**config.mk**
```make
export PLATFORM = sky130hd
export DESIGN_NAME = usb_glue_interrupt_control
export DESIGN_NICKNAME = d
export VERILOG_FILES = /design/src/edge_detect.v /design/src/usb_glue_interrupt_control.v
export VERILOG_INCLUDE_DIRS = /design/src
export SDC_FILE = /design/constraint.sdc
export NUM_CORES = 1
export LEC_CHECK = 0
export BUFFER_PORTS_ARGS = -buffer_cell sky130_fd_sc_hd__buf_2
export CAP_MARGIN = 30
export CORE_MARGIN = 2
export CORE_UTILIZATION = 36
export CTS_CLUSTER_SIZE = 8
export DETAILED_ROUTE_END_ITERATION = 16
export GPL_TIMING_DRIVEN = 0
export SYNTH_ARGS = -nofsm -noshare
export SYNTH_HDL_FRONTEND = slang
export SYNTH_HIERARCHICAL = 1
export SYNTH_SLANG_ARGS = --single-unit
```
**constraint.sdc**
```tcl
create_clock -name i_ref_clk -period 1.7 [get_ports i_ref_clk]
set_input_delay 0.085 -clock i_ref_clk [delete_from_list [all_inputs] [get_ports i_ref_clk]]
set_output_delay 0.085 -clock i_ref_clk [all_outputs]
set_load 0.05 [all_outputs]
```
**src/usb_glue_defs.vh**
```
// register map, field positions, keys and timing for the usb glue block
`ifndef USB_GLUE_DEFS_VH
`define USB_GLUE_DEFS_VH

`define UG_ADDR_W 16
`define UG_DATA_W 16

// register offsets
`define UG_PIN_OFS 16'h4044
`define UG_EN0_OFS 16'h4046
`define UG_EN1_OFS 16'h4048
`define UG_STS0_OFS 16'h404a
`define UG_STS1_OFS 16'h404c
`define UG_MSK0_OFS 16'h404e
`define UG_MSK1_OFS 16'h4050
`define UG_RSTKEY_OFS 16'h4052
`define UG_WAIT_OFS 16'h4054

// field positions
`define UG_PULLUP_BIT 0
`define UG_DETECT_BIT 1
`define UG_CONN_BIT 6
`define UG_PRST_BIT 1
`define UG_DISC_BIT 6
`define UG_CFG_BIT 4
`define UG_CORE_BIT 0

// writable bits per bank; all others reserved and read zero
`define UG_BANK0_MASK 16'h0042
`define UG_BANK1_MASK 16'h0051

// reset values
`define UG_REG_RST 16'h0000
`define UG_WAIT_RST 2'h1

// module reset key and pulse length
`define UG_RST_KEY 8'ha4
`define UG_SWRST_CYC 4'h8

// cable detect settle time
`define UG_CLK_HZ 250000000
`define UG_SETTLE_MS 500

`endif

```
**src/edge_detect.v**
```verilog
// sticky edge detector with write-one-to-clear
module edge_detect #(
   parameter RISING = 1
) (
   // clock and reset
   input wire i_ref_clk,
   input wire i_nrst,
   // event source and clear
   input wire i_src,
   input wire i_clr,
   // sticky flag
   output wire o_flag
);
   reg src_q;
   reg flag_q;
   wire hit;

   assign hit = RISING ? (i_src & ~src_q) : (~i_src & src_q);
   assign o_flag = flag_q;

   always @(posedge i_ref_clk or negedge i_nrst) begin
      if (!i_nrst) begin
         src_q <= 1'b0;
         flag_q <= 1'b0;
      end else begin
         src_q <= i_src;
         // set wins over a clear in the same cycle
         if (hit)
            flag_q <= 1'b1;
         else if (i_clr)
            flag_q <= 1'b0;
      end
   end
endmodule // edge_detect

```
**src/usb_glue_interrupt_control.v**
```verilog
// usb support logic: pin status, pull-up, interrupt banks, module reset, wait states
//
// Functional notes
// - detect bit shows pin after 0.5 s steady
// - pull-up pin follows pin register bit 0
// - enable bit 1 passes, 0 masks status
// - bank0 latches rising connect and port reset
// - bank1 latches falling disconnect, configured, core irq
// - writing one clears status bit
// - port reset source: module soft reset or usb reset
// - configured and disconnect sources from core
// - core irq source from core registers
// - masked registers read status and enable
// - only key a4 resets usb module
// - two-bit wait-state field sets internal waits
//
// Local design decision: the strobed register port.
`include "usb_glue_defs.vh"

module usb_glue_interrupt_control #(
   parameter SETTLE_CYC = (`UG_CLK_HZ / 1000) * `UG_SETTLE_MS
) (
   // clock and reset
   input wire i_ref_clk,
   input wire i_nrst,
   // register port
   input wire [`UG_ADDR_W-1:0] i_addr,
   input wire [`UG_DATA_W-1:0] i_wdata,
   input wire i_wr,
   input wire i_rd,
   output reg [`UG_DATA_W-1:0] o_rdata,
   // pins
   input wire i_cable_detect_in,
   output wire o_pullup_ctrl_out,
   // usb core event sources
   input wire i_core_connected,
   input wire i_core_port_reset,
   input wire i_core_configured,
   input wire i_core_irq,
   // module reset and wait states toward the core
   output wire o_usb_soft_rst,
   output wire [1:0] o_wait_states,
   // interrupt
   output wire o_usb_irq
);
   // detect pin synchroniser and settle filter
   reg det_s1_q;
   reg det_s2_q;
   reg det_stable_q;
   reg [31:0] settle_cnt_q;

   reg pullup_q;
   reg [`UG_DATA_W-1:0] en0_q;
   reg [`UG_DATA_W-1:0] en1_q;
   reg [1:0] wait_q;
   reg [3:0] swrst_cnt_q;

   wire [`UG_DATA_W-1:0] sts0;
   wire [`UG_DATA_W-1:0] sts1;
   wire [`UG_DATA_W-1:0] msk0;
   wire [`UG_DATA_W-1:0] msk1;
   wire wr_sts0;
   wire wr_sts1;
   wire port_reset_event;
   wire sync_core_conn;
   wire sync_core_prst;
   wire sync_core_cfg;
   wire sync_core_irq;
   // one flag per documented event; every other status bit stays zero
   wire flag_conn;
   wire flag_prst;
   wire flag_disc;
   wire flag_cfg;
   wire flag_irq;
   wire [`UG_DATA_W-1:0] pin_word;

   always @(posedge i_ref_clk or negedge i_nrst) begin
      if (!i_nrst) begin
         det_s1_q <= 1'b0;
         det_s2_q <= 1'b0;
         det_stable_q <= 1'b0;
         settle_cnt_q <= 32'h0;
      end else begin
         det_s1_q <= i_cable_detect_in;
         det_s2_q <= det_s1_q;
         // any bounce restarts the full settle period
         if (det_s2_q == det_stable_q)
            settle_cnt_q <= 32'h0;
         else if (settle_cnt_q >= SETTLE_CYC - 1) begin
            det_stable_q <= det_s2_q;
            settle_cnt_q <= 32'h0;
         end else
            settle_cnt_q <= settle_cnt_q + 32'h1;
      end
   end

   // core sources are on this clock already
   assign sync_core_conn = i_core_connected;
   assign sync_core_cfg = i_core_configured;
   assign sync_core_irq = i_core_irq;
   // module soft reset also counts as a usb reset
   assign sync_core_prst = i_core_port_reset;
   assign port_reset_event = sync_core_prst | o_usb_soft_rst;

   assign wr_sts0 = i_wr && (i_addr == `UG_STS0_OFS);
   assign wr_sts1 = i_wr && (i_addr == `UG_STS1_OFS);

   // bank 0: rising edges
   edge_detect #(.RISING(1)) u_conn (
      .i_ref_clk(i_ref_clk),
      .i_nrst(i_nrst),
      .i_src(sync_core_conn),
      .i_clr(wr_sts0 & i_wdata[`UG_CONN_BIT]),
      .o_flag(flag_conn)
   );
   edge_detect #(.RISING(1)) u_prst (
      .i_ref_clk(i_ref_clk),
      .i_nrst(i_nrst),
      .i_src(port_reset_event),
      .i_clr(wr_sts0 & i_wdata[`UG_PRST_BIT]),
      .o_flag(flag_prst)
   );
   // bank 1: falling edges
   edge_detect #(.RISING(0)) u_disc (
      .i_ref_clk(i_ref_clk),
      .i_nrst(i_nrst),
      .i_src(sync_core_conn),
      .i_clr(wr_sts1 & i_wdata[`UG_DISC_BIT]),
      .o_flag(flag_disc)
   );
   edge_detect #(.RISING(0)) u_cfg (
      .i_ref_clk(i_ref_clk),
      .i_nrst(i_nrst),
      .i_src(sync_core_cfg),
      .i_clr(wr_sts1 & i_wdata[`UG_CFG_BIT]),
      .o_flag(flag_cfg)
   );
   edge_detect #(.RISING(0)) u_irq (
      .i_ref_clk(i_ref_clk),
      .i_nrst(i_nrst),
      .i_src(sync_core_irq),
      .i_clr(wr_sts1 & i_wdata[`UG_CORE_BIT]),
      .o_flag(flag_irq)
   );

   // reserved status bits are constant zero
   assign sts0 = ({{(`UG_DATA_W-1){1'b0}}, flag_conn} << `UG_CONN_BIT)
      | ({{(`UG_DATA_W-1){1'b0}}, flag_prst} << `UG_PRST_BIT);
   assign sts1 = ({{(`UG_DATA_W-1){1'b0}}, flag_disc} << `UG_DISC_BIT)
      | ({{(`UG_DATA_W-1){1'b0}}, flag_cfg} << `UG_CFG_BIT)
      | ({{(`UG_DATA_W-1){1'b0}}, flag_irq} << `UG_CORE_BIT);
   // detect bit is read only; writes to it are dropped
   assign pin_word = ({{(`UG_DATA_W-1){1'b0}}, det_stable_q} << `UG_DETECT_BIT)
      | ({{(`UG_DATA_W-1){1'b0}}, pullup_q} << `UG_PULLUP_BIT);

   assign msk0 = sts0 & en0_q;
   assign msk1 = sts1 & en1_q;
   assign o_usb_irq = |{msk0, msk1};

   always @(posedge i_ref_clk or negedge i_nrst) begin
      if (!i_nrst) begin
         pullup_q <= 1'b0;
         en0_q <= `UG_REG_RST;
         en1_q <= `UG_REG_RST;
         wait_q <= `UG_WAIT_RST;
         swrst_cnt_q <= 4'h0;
      end else begin
         if (swrst_cnt_q != 4'h0)
            swrst_cnt_q <= swrst_cnt_q - 4'h1;
         if (i_wr) begin
            case (i_addr)
               `UG_PIN_OFS: pullup_q <= i_wdata[`UG_PULLUP_BIT];
               `UG_EN0_OFS: en0_q <= i_wdata & `UG_BANK0_MASK;
               `UG_EN1_OFS: en1_q <= i_wdata & `UG_BANK1_MASK;
               `UG_WAIT_OFS: wait_q <= i_wdata[1:0];
               `UG_RSTKEY_OFS: begin
                  // any other pattern is dropped silently
                  if (i_wdata[7:0] == `UG_RST_KEY)
                     swrst_cnt_q <= `UG_SWRST_CYC;
               end
               default: ;
            endcase
         end
      end
   end

   assign o_pullup_ctrl_out = pullup_q;
   assign o_usb_soft_rst = (swrst_cnt_q != 4'h0);
   assign o_wait_states = wait_q;

   // read data valid the cycle after the strobe only
   always @(posedge i_ref_clk or negedge i_nrst) begin
      if (!i_nrst)
         o_rdata <= `UG_REG_RST;
      else if (i_rd) begin
         case (i_addr)
            `UG_PIN_OFS: o_rdata <= pin_word;
            `UG_EN0_OFS: o_rdata <= en0_q;
            `UG_EN1_OFS: o_rdata <= en1_q;
            `UG_STS0_OFS: o_rdata <= sts0;
            `UG_STS1_OFS: o_rdata <= sts1;
            `UG_MSK0_OFS: o_rdata <= msk0;
            `UG_MSK1_OFS: o_rdata <= msk1;
            `UG_WAIT_OFS: o_rdata <= {14'h0, wait_q};
            `UG_RSTKEY_OFS: o_rdata <= `UG_REG_RST;
            default: o_rdata <= `UG_REG_RST;
         endcase
      end else
         o_rdata <= `UG_REG_RST;
   end
endmodule // usb_glue_interrupt_control

```
; ---- Word level (Yosys, flattened, before mapping)
; Cells that the tools add are included.
; W data, S select, Z words.
[classes]
add_sub_neg = 2
multipliers = 0
div_mod_pow = 0
order_cmp = 1
n_eq_ne = 11
shifts = 0
n_mux = 18
bitwise = 23
n_reduce_logical = 14
[op_table]
columns = op, n
row1 = $eq A16 B15 Y1 const B, 9
row2 = $mux W32, 2
row3 = $pmux W7 S8, 1
row4 = $add A32 B1 Y32 const B, 1
row5 = $ge A32 B27 Y1 const B, 1
row6 = $reduce_or A32 Y1, 1
row7 = $mux W16, 1
row8 = $mux W4, 4
row9 = $and A7 B7 Y7, 2
row10 = $and A1 B1 Y1, 10
row11 = $mux W1, 10
row12 = $reduce_and A2 Y1, 5
row13 = $reduce_bool A2 Y1, 5
row14 = $eq A8 B8 Y1 const B, 1
row15 = $or A7 B1 Y7, 1
row16 = $or A7 B2 Y7, 1
row17 = $or A7 B5 Y7, 1
row18 = $not A1 Y1, 6
row19 = $reduce_bool A4 Y1, 1
row20 = $sub A4 B1 Y4 const B, 1
row21 = $logic_and A1 B1 Y1, 2
row22 = $or A2 B1 Y2, 1
row23 = $eq A1 B1 Y1, 1
row24 = $or A1 B1 Y1, 1
[word_totals]
ff_bits = 72
latch_bits = 0
ram_bits = 0
mem_bits_ro = 0
elab_cells = 88
n_memories = 0

; ---- Depth between registers and ports, before layout
[depth]
depth_word = 5
depth_mapped = 7

; ---- Modules after synthesis
; The synthesis kept the hierarchy.
[by_module_without_submodules]
columns = mod, n_inst, cells_per_inst, area_each_um2, seq_area_each_um2
row1 = usb_glue_interrupt_control, 1, 286, 2730.1, 1277.5
row2 = edge_detect, 5, 5, 70.1, 50.0

; ---- Worst setup path before layout
; OpenSTA, ideal clock, no wires.
[synth_timing]
kind = reg2reg
startpoint = register settle_cnt_q[0]
endpoint = register settle_cnt_q[19]
setup_time_ps = 132
t_arrival_ps = 1605
setup_slack_ps = -37
path_stages_with_launch = 8
n_path_buf = 1
cell_sequence = dfrtp_1 -> ha_1 -> nand3_1 -> o211ai_1 -> nand4_1 -> nand3_1 -> clkbuf_1 -> nor2_1
[synth_between]
elab_chain_cells = 3
elab_cells_between_ends = 4
[synth_rtl]
columns = item, line
row1 = "start, declared", usb_glue_interrupt_control.v:50  ; reg [31:0] settle_cnt_q;
row2 = "start signal, assigned", usb_glue_interrupt_control.v:93  ; settle_cnt_q <= settle_cnt_q + 32'h1;
row3 = $add A32 B1 Y32 / $ge A32 B27 Y1 (equally long branches), "usb_glue_interrupt_control.v:93, usb_glue_interrupt_control.v:89"
row4 = $mux W32 (*), usb_glue_interrupt_control.v:89  ; else if (settle_cnt_q >= SETTLE_CYC - 1) begin
row5 = $mux W32 (*), usb_glue_interrupt_control.v:87  ; if (det_s2_q == det_stable_q)
; Every way passes the cells marked *; elsewhere a longest branch is shown, timed or not.
; A chain may end at the register's enable or synchronous reset.

; ---- Worst setup path in the final report
[layout_timing]
startpoint = register u_irq.flag_q, in the netlist u_irq/o_flag
endpoint = output o_usb_irq
[layout_between]
elab_chain_cells = 3
[layout_rtl]
columns = item, line
row1 = "start, declared", edge_detect.v:15  ; reg flag_q;
row2 = "start signal, assigned", edge_detect.v:24  ; flag_q <= 1'b0;
row3 = "start signal, assigned", edge_detect.v:29  ; flag_q <= 1'b1;
row4 = "start signal, assigned", edge_detect.v:31  ; flag_q <= 1'b0;
row5 = $or A7 B1 Y7, usb_glue_interrupt_control.v:149  ; assign sts1 = ({{(`UG_DATA_W-1){1'b0}}, flag_disc} << `UG_DISC_BIT)
row6 = $and A7 B7 Y7, usb_glue_interrupt_control.v:157  ; assign msk1 = sts1 & en1_q;
row7 = $reduce_or A32 Y1, usb_glue_interrupt_control.v:158  ; assign o_usb_irq = |{msk0, msk1};
row8 = "end, declared", usb_glue_interrupt_control.v:44  ; output wire o_usb_irq
; Every way passes these cells.

==> impl_metrics.toml <==
[layout]
drive_gt1_frac = 0.278
design_area_um2 = 3930
synthToLayoutAreaGrowth_pct = 27.5
fin_cells = 504
final_cell_mix = "60 x dfrtp_1, 50 x nor2_1, 38 x buf_2"
antenna_cells = 0
utilization = 0.476
nets = 437
mostFrequentLayoutCell = "dfrtp_1"

[place]
preCtsSetupSlack_ns = -0.453
dp_cells = 472
dpl.hpwl_um = 4590
place_area_um2 = 3490
gp_congestion = 0.844
port_buffers = 39

[pwr]
leakage_nw = 1.84
power.density_nw_per_um2 = 809
total_power_mw = 3.18
ir_worst_vdd_v = 0.000419

[critical_path]
crit_path_max_fanout = 4
crit_slowest_cell = "dfrtp_1"
slowest_delay_ns = 0.42
critPathArrivalTime_ns = 1.57
r2r-start = "settle_cnt_q[0]"
path_class = "flop to output pin"
critPathLaunch = "u_irq/o_flag"
start_kind = "flop"
required_ns = 1.62
cp-end-kind = "output pin"
path_cells = "a222oi_1, o221ai_1, buf_4"

[timing]
rsz0062_at_grt = "yes"
fin_skew_ns = 0.0123
holdWs_ns = 0.0438
setup_violations = 0
setup_tns_ns = 0
finalHoldViolCount = 0
fmax_ghz = 0.605
relSlewSlack = 0.657
worstMarginPinSlew_ns = 0.514
min_period_ns = 1.65
worst_slack_ns = 0.0483
drv_slew = 0
period_share = 0.972

[clock_tree]
clockBufferDepth = 2
cts_tree = "yes"
cts_root_buf = "clkbuf_8"
cts_buffers = 9
numClockSinks = 61
clk_latency_ns = 0.33
path_clk_slew_ns = 0.06
h-tree-depth = 3

[drt]
drtPass1Iterations = 4
drtAntennaViolNets = 0
avgRoutedWirePerCell_um = 12.8
post-route-drc-count = 0
via_per_inst = 4.91
totalWireLength_um = 6460
via_count = 2477
drt_iter0_markers = 86

[logic_synthesis]
synth_top_area_share = 0.487
synth.avg_cell_area_um2 = 9.90
synth_seq_cells = 61
synth_area_leaders = "dfrtp_1 49%, nor2_1 6.2%, xor2_1 5.1%"
netlist_instances = 311
synth-seq-area-share = 0.496
synth_ff_type = "dfrtp_1"
yosysTopAreaCell = "dfrtp_1"
async_flop_share = 1.00
ys_types = 47
ys_warn_count = 6
synth-edff-count = 0
syn-cell-area_um2 = 3080

[global_routing]
grt_pass1_wl_um = 11000
grt-ovfl-total = 0
antenna_found_initial = 0
track_usage = 0.151
grt_max_degree = 42
first_global_vias = 2406

[floorplan]
die_x_um = 96.5
dieArea_um2 = 9310
rows = 33
core_area_um2 = 8260
pin_count = 62
initial_core_util = 0.373
die_y_um = 96.5

[status]
outcome = "finished, final reports clean"

[hold_path]
holdCritStartpoint = "i_wdata[4]"
hold_class = "input port to flop"

[flow_run]
drv_cap = 0
==> logic make-up (layout without fill, tap and decap cells) <==
family / count (synthesis) / count (layout) / share of synthesized area
AOI/OAI and AO/OA: 27 / 27 / 0.0711
xor gates and xnor gates: 26 / 26 / 0.0739
adders and majority gates: 2 / 2 / 0.00812
buffers and inverters: 41 / 113 / 0.0646
DFF: 61 / 61 / 0.496
muxes: 11 / 11 / 0.0426
other: 1 / 17 / 0.00122
and+or+nand+nor: 142 / 142 / 0.242
==> area by class of cell <==
| class | count | area (um^2) |
|---|---|---|
| plain buffers | 18 | 125 |
| repair buffers | 56 | 353 |
| multi-input cells | 225 | 1510 |
| clock buffers | 12 | 145 |
| clock inverters | 4 | 47.5 |
| flip-flops and latches | 61 | 1530 |
| fillers | 797 | 4330 |
| inverters | 23 | 86.3 |
| well taps | 105 | 131 |
==> power breakdown <==
group | total (mW) | switching (mW) | internal [mW]
registers | 1.51 | 0.0246 | 1.48
clock network | 1.26 | 0.548 | 0.713
logic | 0.408 | 0.241 | 0.168
==> sequential cells by signal, summed over array words and instances, names as in the netlist, 2 cells and up <==
| name | count |
|---|---|
| o_rdata | 4 |
| en0_q | 2 |
| en1_q | 3 |
| o_wait_states | 2 |
| swrst_cnt_q | 4 |
| settle_cnt_q | 32 |
==> path summary, 6_finish.rpt <==
path                               endpoint  slack (ns)  depth (start not counted)
setup / recovery                  o_usb_irq        0.05                          3
max in group asynchronous  o_wait_states[0]        0.78                          3
setup reg to reg               det_stable_q        0.07                          6
min in group asynchronous  settle_cnt_q[11]        0.25                          2
hold reg to reg                    det_s2_q        0.35                          0
hold / removal                     en1_q[4]        0.04                          2
==> cells in the mapped netlist, types with 2 or more instances <==
| library cell | n |
|---|---|
| dfrtp_1 | 60 |
| nor2_1 | 51 |
| inv_1 | 23 |
| xor2_1 | 18 |
| nand4_1 | 17 |
| nand2_1 | 15 |
| nand3_1 | 14 |
| buf_4 | 12 |
| mux2_2 | 9 |
| xnor2_1 | 8 |
| nor3_1 | 7 |
| a21oi_1 | 6 |
| and3_1 | 6 |
| clkbuf_1 | 6 |
| and2_1 | 5 |
| nor4b_1 | 5 |
| o22ai_2 | 5 |
| a22oi_1 | 3 |
| nand3b_1 | 3 |
| a32oi_1 | 2 |
| and4_1 | 2 |
| ha_1 | 2 |
| mux2_4 | 2 |
| nand2b_1 | 2 |
| nor2b_1 | 2 |
| nor3b_1 | 2 |
| nor4_1 | 2 |
| nor4_2 | 2 |
| o21ai_0 | 2 |
==> timing repair <==
item / in CTS / in global routing
gates resized for setup: 12 / 17
setup endpoints to repair: 29 / 29
hold buffers: 6 / 0
hold endpoints to repair: 29 / 0
setup buffers: 3 / 7
pin swaps: 2 / 6
==> per-layer routing <==
metal  part of all wire  vias to the layer above  GRT usage  wire, um
met5                  0                        -          0         0
met4             0.0053                        0     0.0364        34
met3              0.051                        4     0.0427       332
met2               0.50                       77      0.251      3200
met1               0.45                     1181      0.195      2890
li1                   -                     1215          -         -
==> worst max-delay path, delay by kind of cell, from the launching register on <==
family / cells / cell delay [ns]
buf+inv: 1 / 0.23
compound gates: 2 / 0.60
flops: 1 / 0.42
(Power assumes the default switching activity.)
